**src/rtl/obc_pkg.sv**
```systemverilog
// shared constants and types for the option byte configuration decoder
`default_nettype none
package obc_pkg;
  // ----------------------------------------------------------------
  // option byte layout and blank content
  // ----------------------------------------------------------------
  localparam logic [7:0] OPT0_BLANK    = 8'hE7;
  localparam logic [7:0] OPT1_BLANK    = 8'hEF;
  localparam logic [7:0] OPT_ERASED    = 8'hFF;
  // byte zero fields
  localparam int B0_HALT_WDG_RST       = 7;
  localparam int B0_WDG_TYPE           = 6;
  localparam int B0_RSVD_HI            = 5;
  localparam int B0_VD_HI              = 4;
  localparam int B0_VD_LO              = 3;
  localparam int B0_RSVD_LO            = 2;
  localparam int B0_PKG_LOW            = 1;
  localparam int B0_READOUT            = 0;
  // byte one fields
  localparam int B1_PKG_HIGH           = 7;
  localparam int B1_RST_CYC            = 6;
  localparam int B1_CLK_HI             = 5;
  localparam int B1_CLK_LO             = 4;
  localparam int B1_RANGE_HI           = 3;
  localparam int B1_RANGE_LO           = 1;
  localparam int B1_DBL_OFF            = 0;
  // ----------------------------------------------------------------
  // timing counts in cpu cycles
  // ----------------------------------------------------------------
  localparam int CNT_W                 = 13;
  localparam logic [CNT_W-1:0] RST_CYC_LONG  = 13'h1000;
  localparam logic [CNT_W-1:0] RST_CYC_SHORT = 13'h0100;
  // ----------------------------------------------------------------
  // encodings
  // ----------------------------------------------------------------
  typedef enum logic [1:0] {
    VD_HIGHEST = 2'h0,
    VD_MEDIUM  = 2'h1,
    VD_LOWEST  = 2'h2,
    VD_OFF     = 2'h3
  } obc_vd_t;
  typedef enum logic [1:0] {
    CLK_RESONATOR = 2'h0,
    CLK_RESERVED  = 2'h1,
    CLK_INT_RC    = 2'h2,
    CLK_EXTERNAL  = 2'h3
  } obc_clk_t;
  localparam logic [2:0] RANGE_2_4MHZ  = 3'h1;
  localparam logic [1:0] PKG_64PIN     = 2'h2;
  localparam logic [1:0] PKG_44PIN     = 2'h0;
  // warning flag positions
  localparam int WARN_RSVD_BITS        = 0;
  localparam int WARN_PROT_LVD         = 1;
  localparam int WARN_DOUBLER          = 2;
  localparam int WARN_CLK_RSVD         = 3;
  localparam int WARN_W                = 4;
endpackage : obc_pkg
`default_nettype wire

```
**src/rtl/obc_opt_store.sv**
```systemverilog
// non-volatile option byte cells with write and erase
`default_nettype none
module obc_opt_store (
  input  wire logic       clk_in,
  input  wire logic       arst_n_in,
  input  wire logic       wr_in,
  input  wire logic       sel_in,
  input  wire logic [7:0] wdata_in,
  input  wire logic       erase_in,
  output logic      [7:0] byte0_out,
  output logic      [7:0] byte1_out
);
  import obc_pkg::*;

  logic [7:0] b0_r;
  logic [7:0] b0_nxt;
  logic [7:0] b1_r;
  logic [7:0] b1_nxt;

  // erase has priority over a write in the same cycle
  always_comb begin
    b0_nxt = b0_r;
    b1_nxt = b1_r;
    if (erase_in) begin
      b0_nxt = OPT_ERASED;
      b1_nxt = OPT_ERASED;
    end else if (wr_in && !sel_in) begin
      b0_nxt = wdata_in;
    end else if (wr_in && sel_in) begin
      b1_nxt = wdata_in;
    end
  end

  // blank shipped content selects the internal rc source
  always_ff @(posedge clk_in or negedge arst_n_in) begin
    if (!arst_n_in) begin
      b0_r <= OPT0_BLANK;
      b1_r <= OPT1_BLANK;
    end else begin
      b0_r <= b0_nxt;
      b1_r <= b1_nxt;
    end
  end

  assign byte0_out = b0_r;
  assign byte1_out = b1_r;
endmodule // obc_opt_store
`default_nettype wire

```
**src/rtl/obc_delay_cnt.sv**
```systemverilog
// down counter for reset and halt exit delays
`default_nettype none
module obc_delay_cnt #(
  parameter int W = 13
) (
  input  wire logic         clk_in,
  input  wire logic         arst_n_in,
  input  wire logic         load_in,
  input  wire logic [W-1:0] count_in,
  output logic              done_out
);
  logic [W-1:0] cnt_r;
  logic [W-1:0] cnt_nxt;

  always_comb begin
    cnt_nxt = cnt_r;
    if (load_in) begin
      cnt_nxt = count_in;
    end else if (cnt_r != '0) begin
      cnt_nxt = cnt_r - 1'b1;
    end
  end

  always_ff @(posedge clk_in or negedge arst_n_in) begin
    if (!arst_n_in) begin
      cnt_r <= '0;
    end else begin
      cnt_r <= cnt_nxt;
    end
  end

  // last cycle of the loaded span
  assign done_out = (cnt_r == {{(W-1){1'b0}}, 1'b1}) && !load_in;
endmodule // obc_delay_cnt
`default_nettype wire

```
**src/rtl/obc_config_top.sv**
```systemverilog
// option byte configuration decoder, reset sequencer and programming access
`default_nettype none
module obc_config_top
  import obc_pkg::*;
#(
  parameter bit                        FACTORY_CODED = 1'b0,
  parameter int                        N_PORTS       = 6,
  parameter logic [N_PORTS*8-1:0]      UNBONDED_64   = 48'h0000_0000_0000,
  parameter logic [N_PORTS*8-1:0]      UNBONDED_44   = 48'hFF00_0000_F000,
  parameter logic [obc_pkg::CNT_W-1:0] LONG_CYCLES   = obc_pkg::RST_CYC_LONG,
  parameter logic [obc_pkg::CNT_W-1:0] SHORT_CYCLES  = obc_pkg::RST_CYC_SHORT
) (
  input  wire logic                   CLK_SYS_IN,
  input  wire logic                   ARST_N_IN,
  input  wire logic                   PROG_MODE_IN,
  input  wire logic                   PROG_SEL_IN,
  input  wire logic                   PROG_WR_IN,
  input  wire logic                   PROG_RD_IN,
  input  wire logic                   PROG_ERASE_IN,
  input  wire logic [7:0]             PROG_WDATA_IN,
  input  wire logic                   USER_ERASE_DONE_IN,
  input  wire logic                   HALT_REQ_IN,
  input  wire logic                   HALT_WAKE_IN,
  input  wire logic                   WATCHDOG_TYPE_SELECT_ENABLE_IN,
  output logic      [7:0]             PROG_RDATA_OUT,
  output logic                        PROG_RVALID_OUT,
  output logic                        PROG_BUSY_OUT,
  output logic                        USER_ERASE_REQ_OUT,
  output logic                        CPU_RUN_OUT,
  output logic                        SYS_RESET_OUT,
  output logic                        HALT_ACTIVE_OUT,
  output logic                        WDG_ENABLE_OUT,
  output logic                        LVD_ENABLE_OUT,
  output logic                        AVD_ENABLE_OUT,
  output logic      [1:0]             VD_LEVEL_OUT,
  output logic      [1:0]             PKG_SEL_OUT,
  output logic      [N_PORTS*8-1:0]   PAD_PULLUP_FORCE_OUT,
  output logic                        READOUT_BLOCK_OUT,
  output logic                        FLASH_WR_BLOCK_OUT,
  output logic      [1:0]             CLK_SRC_OUT,
  output logic      [2:0]             FREQ_RANGE_OUT,
  output logic                        RES_CURRENT_EN_OUT,
  output logic                        PLL_EN_OUT,
  output logic      [WARN_W-1:0]      CFG_WARN_OUT
);
  import obc_pkg::*;

  // ----------------------------------------------------------------
  // helpers
  // ----------------------------------------------------------------
  localparam logic PROT_LEVEL = FACTORY_CODED ? 1'b1 : 1'b0;
  localparam int   SYNC_W     = 13;

  function automatic logic prot_on(input logic [7:0] b0);
    prot_on = (b0[B0_READOUT] == PROT_LEVEL);
  endfunction

  function automatic logic [CNT_W-1:0] span(input logic [7:0] b1);
    span = b1[B1_RST_CYC] ? SHORT_CYCLES : LONG_CYCLES;
  endfunction

  // ----------------------------------------------------------------
  // pin synchronisers
  // ----------------------------------------------------------------
  logic [SYNC_W-1:0] s1_r;
  logic [SYNC_W-1:0] s2_r;
  logic [2:0]        s3_r;
  logic              prog_mode;
  logic              prog_sel;
  logic [7:0]        prog_wdata;
  logic              wr_stb;
  logic              rd_stb;
  logic              er_stb;

  always_ff @(posedge CLK_SYS_IN or negedge ARST_N_IN) begin
    if (!ARST_N_IN) begin
      s1_r <= '0;
      s2_r <= '0;
      s3_r <= '0;
    end else begin
      s1_r <= {PROG_MODE_IN, PROG_SEL_IN, PROG_WR_IN, PROG_RD_IN, PROG_ERASE_IN, PROG_WDATA_IN};
      s2_r <= s1_r;
      s3_r <= s2_r[10:8];
    end
  end

  assign prog_mode  = s2_r[12];
  assign prog_sel   = s2_r[11];
  assign prog_wdata = s2_r[7:0];
  // tool strobes are levels; act on their rising edge
  assign wr_stb     = s2_r[10] && !s3_r[2];
  assign rd_stb     = s2_r[9] && !s3_r[1];
  assign er_stb     = s2_r[8] && !s3_r[0];

  // ----------------------------------------------------------------
  // option byte cells and programming access
  // ----------------------------------------------------------------
  typedef enum logic [1:0] {
    E_IDLE = 2'h0,
    E_USER = 2'h1,
    E_OPT  = 2'h2
  } obc_erase_t;

  obc_erase_t er_st_r;
  obc_erase_t er_st_nxt;
  logic [7:0] store_b0;
  logic [7:0] store_b1;
  logic       st_wr;
  logic       st_erase;
  logic [7:0] rdata_r;
  logic [7:0] rdata_nxt;
  logic       rvalid_r;
  logic       rvalid_nxt;

  always_comb begin
    er_st_nxt  = er_st_r;
    st_wr      = 1'b0;
    st_erase   = 1'b0;
    rdata_nxt  = rdata_r;
    rvalid_nxt = 1'b0;
    case (er_st_r)
      E_IDLE: begin
        if (prog_mode) begin
          if (er_stb) begin
            er_st_nxt = prot_on(store_b0) ? E_USER : E_OPT;
          end else if (wr_stb) begin
            st_wr = 1'b1;
          end else if (rd_stb) begin
            rdata_nxt  = prog_sel ? store_b1 : store_b0;
            rvalid_nxt = 1'b1;
          end
        end
      end
      E_USER: begin
        if (USER_ERASE_DONE_IN) begin
          er_st_nxt = E_OPT;
        end
      end
      E_OPT: begin
        st_erase  = 1'b1;
        er_st_nxt = E_IDLE;
      end
      default: begin
        er_st_nxt = E_IDLE;
      end
    endcase
  end

  always_ff @(posedge CLK_SYS_IN or negedge ARST_N_IN) begin
    if (!ARST_N_IN) begin
      er_st_r  <= E_IDLE;
      rdata_r  <= 8'h00;
      rvalid_r <= 1'b0;
    end else begin
      er_st_r  <= er_st_nxt;
      rdata_r  <= rdata_nxt;
      rvalid_r <= rvalid_nxt;
    end
  end

  obc_opt_store u_store (
    .clk_in    (CLK_SYS_IN),
    .arst_n_in (ARST_N_IN),
    .wr_in     (st_wr),
    .sel_in    (prog_sel),
    .wdata_in  (prog_wdata),
    .erase_in  (st_erase),
    .byte0_out (store_b0),
    .byte1_out (store_b1)
  );

  assign PROG_RDATA_OUT     = rdata_r;
  assign PROG_RVALID_OUT    = rvalid_r;
  assign PROG_BUSY_OUT      = (er_st_r != E_IDLE);
  assign USER_ERASE_REQ_OUT = (er_st_r == E_USER);

  // ----------------------------------------------------------------
  // reset and halt sequencer
  // ----------------------------------------------------------------
  typedef enum logic [2:0] {
    Q_LOAD = 3'h0,
    Q_RST  = 3'h1,
    Q_RUN  = 3'h2,
    Q_HALT = 3'h3,
    Q_EXIT = 3'h4
  } obc_seq_t;

  obc_seq_t   seq_r;
  obc_seq_t   seq_nxt;
  logic [7:0] act0_r;
  logic [7:0] act0_nxt;
  logic [7:0] act1_r;
  logic [7:0] act1_nxt;
  logic       cnt_load;
  logic [CNT_W-1:0] cnt_val;
  logic       cnt_done;
  logic       wdg_on;

  assign wdg_on = !act0_r[B0_WDG_TYPE] || WATCHDOG_TYPE_SELECT_ENABLE_IN;

  always_comb begin
    seq_nxt  = seq_r;
    act0_nxt = act0_r;
    act1_nxt = act1_r;
    cnt_load = 1'b0;
    cnt_val  = span(act1_r);
    case (seq_r)
      Q_LOAD: begin
        act0_nxt = store_b0;
        act1_nxt = store_b1;
        cnt_val  = span(store_b1);
        cnt_load = 1'b1;
        seq_nxt  = Q_RST;
      end
      Q_RST: begin
        if (cnt_done) begin
          seq_nxt = Q_RUN;
        end
      end
      Q_RUN: begin
        if (HALT_REQ_IN) begin
          if (act0_r[B0_HALT_WDG_RST] && wdg_on) begin
            seq_nxt = Q_LOAD;
          end else begin
            seq_nxt = Q_HALT;
          end
        end
      end
      Q_HALT: begin
        if (HALT_WAKE_IN) begin
          cnt_load = 1'b1;
          seq_nxt  = Q_EXIT;
        end
      end
      Q_EXIT: begin
        if (cnt_done) begin
          seq_nxt = Q_RUN;
        end
      end
      default: begin
        seq_nxt = Q_LOAD;
      end
    endcase
  end

  always_ff @(posedge CLK_SYS_IN or negedge ARST_N_IN) begin
    if (!ARST_N_IN) begin
      seq_r  <= Q_LOAD;
      act0_r <= OPT0_BLANK;
      act1_r <= OPT1_BLANK;
    end else begin
      seq_r  <= seq_nxt;
      act0_r <= act0_nxt;
      act1_r <= act1_nxt;
    end
  end

  obc_delay_cnt #(
    .W (CNT_W)
  ) u_delay (
    .clk_in    (CLK_SYS_IN),
    .arst_n_in (ARST_N_IN),
    .load_in   (cnt_load),
    .count_in  (cnt_val),
    .done_out  (cnt_done)
  );

  // ----------------------------------------------------------------
  // configuration decode
  // ----------------------------------------------------------------
  logic [1:0]           vd_f;
  logic [1:0]           pkg_f;
  logic [1:0]           clk_f;
  logic [2:0]           rng_f;
  logic                 prot_f;
  logic                 dbl_f;
  logic [N_PORTS*8-1:0] pad_nxt;
  logic [WARN_W-1:0]    warn_nxt;
  logic [N_PORTS*8-1:0] pad_r;
  logic [WARN_W-1:0]    warn_r;
  logic [15:0]          dec_nxt;
  logic [15:0]          dec_r;

  assign vd_f   = act0_r[B0_VD_HI:B0_VD_LO];
  assign pkg_f  = {act1_r[B1_PKG_HIGH], act0_r[B0_PKG_LOW]};
  assign clk_f  = act1_r[B1_CLK_HI:B1_CLK_LO];
  assign rng_f  = act1_r[B1_RANGE_HI:B1_RANGE_LO];
  assign prot_f = prot_on(act0_r);
  assign dbl_f  = !act1_r[B1_DBL_OFF];

  always_comb begin
    pad_nxt = (pkg_f == PKG_44PIN) ? UNBONDED_44 : UNBONDED_64;
    // far side combinations flagged, not corrected
    warn_nxt = '0;
    warn_nxt[WARN_RSVD_BITS] = !(act0_r[B0_RSVD_HI] && act0_r[B0_RSVD_LO]);
    warn_nxt[WARN_PROT_LVD]  = prot_f && (vd_f != VD_OFF);
    warn_nxt[WARN_DOUBLER]   = dbl_f && ((rng_f != RANGE_2_4MHZ) || (clk_f == CLK_INT_RC));
    warn_nxt[WARN_CLK_RSVD]  = (clk_f == CLK_RESERVED);
    dec_nxt = '0;
    dec_nxt[0]     = (vd_f != VD_OFF);
    dec_nxt[2:1]   = vd_f;
    dec_nxt[3]     = prot_f;
    dec_nxt[5:4]   = clk_f;
    dec_nxt[8:6]   = rng_f;
    dec_nxt[9]     = (clk_f == CLK_RESONATOR);
    dec_nxt[10]    = dbl_f;
    dec_nxt[12:11] = pkg_f;
    dec_nxt[13]    = wdg_on;
    dec_nxt[14]    = (seq_r == Q_RUN);
    dec_nxt[15]    = (seq_r == Q_HALT) || (seq_r == Q_EXIT);
  end

  always_ff @(posedge CLK_SYS_IN or negedge ARST_N_IN) begin
    if (!ARST_N_IN) begin
      pad_r  <= UNBONDED_64;
      warn_r <= '0;
      dec_r  <= 16'h0000;
    end else begin
      pad_r  <= pad_nxt;
      warn_r <= warn_nxt;
      dec_r  <= dec_nxt;
    end
  end

  assign LVD_ENABLE_OUT       = dec_r[0];
  assign AVD_ENABLE_OUT       = dec_r[0];
  assign VD_LEVEL_OUT         = dec_r[2:1];
  assign READOUT_BLOCK_OUT    = dec_r[3];
  assign FLASH_WR_BLOCK_OUT   = dec_r[3];
  assign CLK_SRC_OUT          = dec_r[5:4];
  assign FREQ_RANGE_OUT       = dec_r[8:6];
  assign RES_CURRENT_EN_OUT   = dec_r[9];
  assign PLL_EN_OUT           = dec_r[10];
  assign PKG_SEL_OUT          = dec_r[12:11];
  assign WDG_ENABLE_OUT       = dec_r[13];
  assign CPU_RUN_OUT          = dec_r[14];
  assign HALT_ACTIVE_OUT      = dec_r[15];
  assign SYS_RESET_OUT        = !dec_r[14] && !dec_r[15];
  assign PAD_PULLUP_FORCE_OUT = pad_r;
  assign CFG_WARN_OUT         = warn_r;
endmodule // obc_config_top
`default_nettype wire

```
**config.mk**
```make
export PLATFORM = sky130hd
export DESIGN_NAME = obc_config_top
export DESIGN_NICKNAME = d
export VERILOG_FILES = /design/src/rtl/obc_pkg.sv /design/src/rtl/obc_opt_store.sv /design/src/rtl/obc_delay_cnt.sv /design/src/rtl/obc_config_top.sv
export SDC_FILE = /design/constraint.sdc
export NUM_CORES = 1
export LEC_CHECK = 0
export ABC_AREA = 1
export BUFFER_PORTS_ARGS = -buffer_cell sky130_fd_sc_hd__buf_2
export CAP_MARGIN = 30
export CORE_AREA = 2 2 137 85
export DETAILED_ROUTE_END_ITERATION = 6
export DIE_AREA = 0 0 139 87
export PLACE_DENSITY = 0.74
export SETUP_SLACK_MARGIN = 0.02
export SYNTH_ARGS = -nofsm -noshare
export SYNTH_HDL_FRONTEND = slang
export SYNTH_SLANG_ARGS = --single-unit
```
**constraint.sdc**
```tcl
create_clock -name CLK_SYS_IN -period 1.45 [get_ports CLK_SYS_IN]
set_input_delay 0.145 -clock CLK_SYS_IN [delete_from_list [all_inputs] [get_ports CLK_SYS_IN]]
set_output_delay 0.145 -clock CLK_SYS_IN [all_outputs]
set_load 0.1 [all_outputs]
```
==> out/metrics.cfg <==
[critical_path]
path_delay_family=simple AND/OR/NAND/NOR gates
cp_data_required_time_ps=1730
path_cells=nor2_4, nand2_4, nor3_4, nand2_2, nand2_2, nand2_1, o21ai_0
startpoint_type=register
critPathBufInv=0
cp_slowest_cell=dfrtp_1
path_common_cell=nand2_2
cp_max_fo=8
crit_arrival_ps=1680
slowest_delay_ps=430
worstSetupPathType=register to register
crit_path_end_kind=register

[route]
vias=3274
post_drt_wl_per_cell_um=13.1
wl_um=9360
drt-vias-per-instance=4.57
dr.pass1.iters=4
drtIter0Drc=232
antenna_left=0
drcViolationCount=0

[sta]
max_freq_ghz=0.710
fin_crit_ps=1410
min_period_over_period_pct=97.1
clock_skew_ps=9.10
setup_viol_count_final=0
tns_ps=0
rsz0062_at_grt=yes
finalMaxSlewViolations=0
finalHoldViolCount=0

[yosys]
ys_types=38
synth_warnings=0
syn_area_mm2=0.00457
syn_inst=463
synth.largest_area_cell=dfrtp_1
dominantRegCellSynth=dfrtp_1
synthArstFlopShare_pct=100
yosysTopAreaCellShare_pct=45.5
ys_seq_area_share_pct=60.5
syn_area_per_cell_um2=9.86
synth_area_leaders=dfrtp_1, dfstp_2, buf_4
synth_edf_count=0
ys_seq_elements=109

[run_status]
status=finished, final reports clean

[clocking]
clock-root-buffer=clkbuf_16
clkTransAtPathRegs_ps=80
clock_sinks=109
cts_buffers=9
ctsLongestPathBuffers=2
insertion_delay_ps=350
cts_tree=done
cts_max_level=3

[power]
p_per_area_mw_per_mm2=1610
ir_worst_vdd_mv=1.34
total_leakage_power_nw=2.78

[hold_path]
min_path_type=primary input to register

[die]
core_region_area_mm2=0.0110
dieArea_mm2=0.0121
rows=30
initial_core_util_pct=41.7
ioPinCount=101
die_height_um=87
die_x_um=139

[global_routing]
antenna_found_initial=0
grt_pass1_wl_um=14800
grt_pass1_vias=3074
grt_usage_pct=15.6
overflow=0
grt_max_degree=33

[placed_design]
dp_cells=679
place_hpwl_um=6620
routabilityCongestion=0.794
port_buffers=64

[layout]
finalNonFillerCells=716
nets=589
antenna_cells=0
syn2layout_area_growth_pct=26.7
drive_above_1_share_pct=36.9

[job]
cap_violations=0

state kept, by name, summed over array words and instances, names as in the netlist, 4 cells and up:
name and cells:
dec_r 16, s1_r 13, u_store.byte0_out 8, act0_r 8, s2_r 13, u_delay.cnt_r 13
PROG_RDATA_OUT 8, CFG_WARN_OUT 4, u_store.byte1_out 8, act1_r 8
where the power goes:
part / switching, mW / total [mW] / internal [mW]
logic: 2.48 / 3.15 / 0.670
registers: 0.213 / 3.77 / 3.55
clock network: 1.13 / 2.38 / 1.24
kinds of logic after synthesis:
kind of cell | Yosys count | synth area share [%]
simple gates | 168 | 16.7
buf+inv | 112 | 13.6
flops | 109 | 60.5
compound gates | 67 | 7.81
xor+xnor | 3 | 0.576
fa+ha+maj | 3 | 0.822
other cells | 1 | 0.0821
worst paths after layout:
path / start / end / slack [ps] / cells after the start
worst min-delay path: WATCHDOG_TYPE_SELECT_ENABLE_IN / dec_r[13] / 30 / 3
worst max register to register: er_st_r[1] / u_store.byte1_out[2] / 40 / 7
worst min register to register: s1_r[6] / s2_r[6] / 350 / 0
max in group asynchronous: ARST_N_IN / act0_r[1] / 630 / 3
worst max-delay path: er_st_r[1] / u_store.byte1_out[2] / 40 / 7
min in group asynchronous: ARST_N_IN / s1_r[11] / 240 / 2
routing by layer:
| layer | GRT usage (%) | wire [µm] |
|---|---|---|
| met1 | 22.7 | 4560 |
| met2 | 23.0 | 4150 |
| met3 | 4.01 | 551 |
| met4 | 4.78 | 97 |
| met5 | 0 | 0 |
synth_stat cells, types with 2 or more instances:
| library cell | number |
|---|---|
| nand2_1 | 97 |
| dfrtp_1 | 83 |
| inv_1 | 53 |
| buf_4 | 51 |
| o21ai_0 | 43 |
| nor2_1 | 31 |
| dfstp_2 | 26 |
| a21oi_1 | 14 |
| nand3_1 | 14 |
| clkbuf_1 | 4 |
| nand2_2 | 4 |
| nand3b_1 | 4 |
| nor2_2 | 4 |
| ha_1 | 3 |
| nand4_1 | 3 |
| nor2_4 | 3 |
| a31oi_1 | 2 |
| inv_2 | 2 |
| nand2_4 | 2 |
| xor2_1 | 2 |
through the flow:
step	utilization [%]	hold WS [ps]	instance area (µm²)	worst slack [ps]	power [mW]
6_report	52.8	25.0	5790	42.4	9.30
5_1_grt	52.8	36.5	5790	-78.8	9.76
4_1_cts	50.6	20.0	5550	21.2	9.10
3_5_place_dp	46.5	53.7	5100	-0.171	6.69
3_3_place_gp	46.5	44.5	5100	20.9	6.61
2_1_floorplan	-	-151	4720	-98.0	6.05
cell type report:
class,count,area [µm²]
Sequential cell,109,2770
Clock inverter,6,51.3
Inverter,55,211
Clock buffer,10,239
Tap cell,144,180
Timing Repair Buffer,113,803
Multi-Input combinational cell,279,1530
Fill cell,999,5170
what timing repair did:
item                                    in CTS  in global routing
hold buffers                                14                  0
endpoints found under the hold margin       74                  0
cloned                                       0                  2
endpoints found under the setup margin       7                 31
buffers inserted                             1                  4
resized for setup                            7                 68
pin swaps                                    3                 20
cell usage in the layout (no fill, tap or decap), drive strengths merged:
master	n
dfstp	26
o21ai	45
ha	3
inv	59
o21bai	1
a21oi	15
nand4	3
conb	36
nand3b	4
nand2	105
or2	1
dfrtp	83
a31oi	2
o22ai	1
nor3b	1
xor2	2
clkinv	2
a211oi	1
nand3	15
xnor2	1
dlygate4sd3	14
o211ai	1
clkbuf	10
buf	99
nor2	38
o21a	1
nor3	3
tightest hold or removal path, stage by stage:
cell	delay, ps
buf_2	80
inv_1	40
nand2_1	70
(Power assumes the default switching activity.)
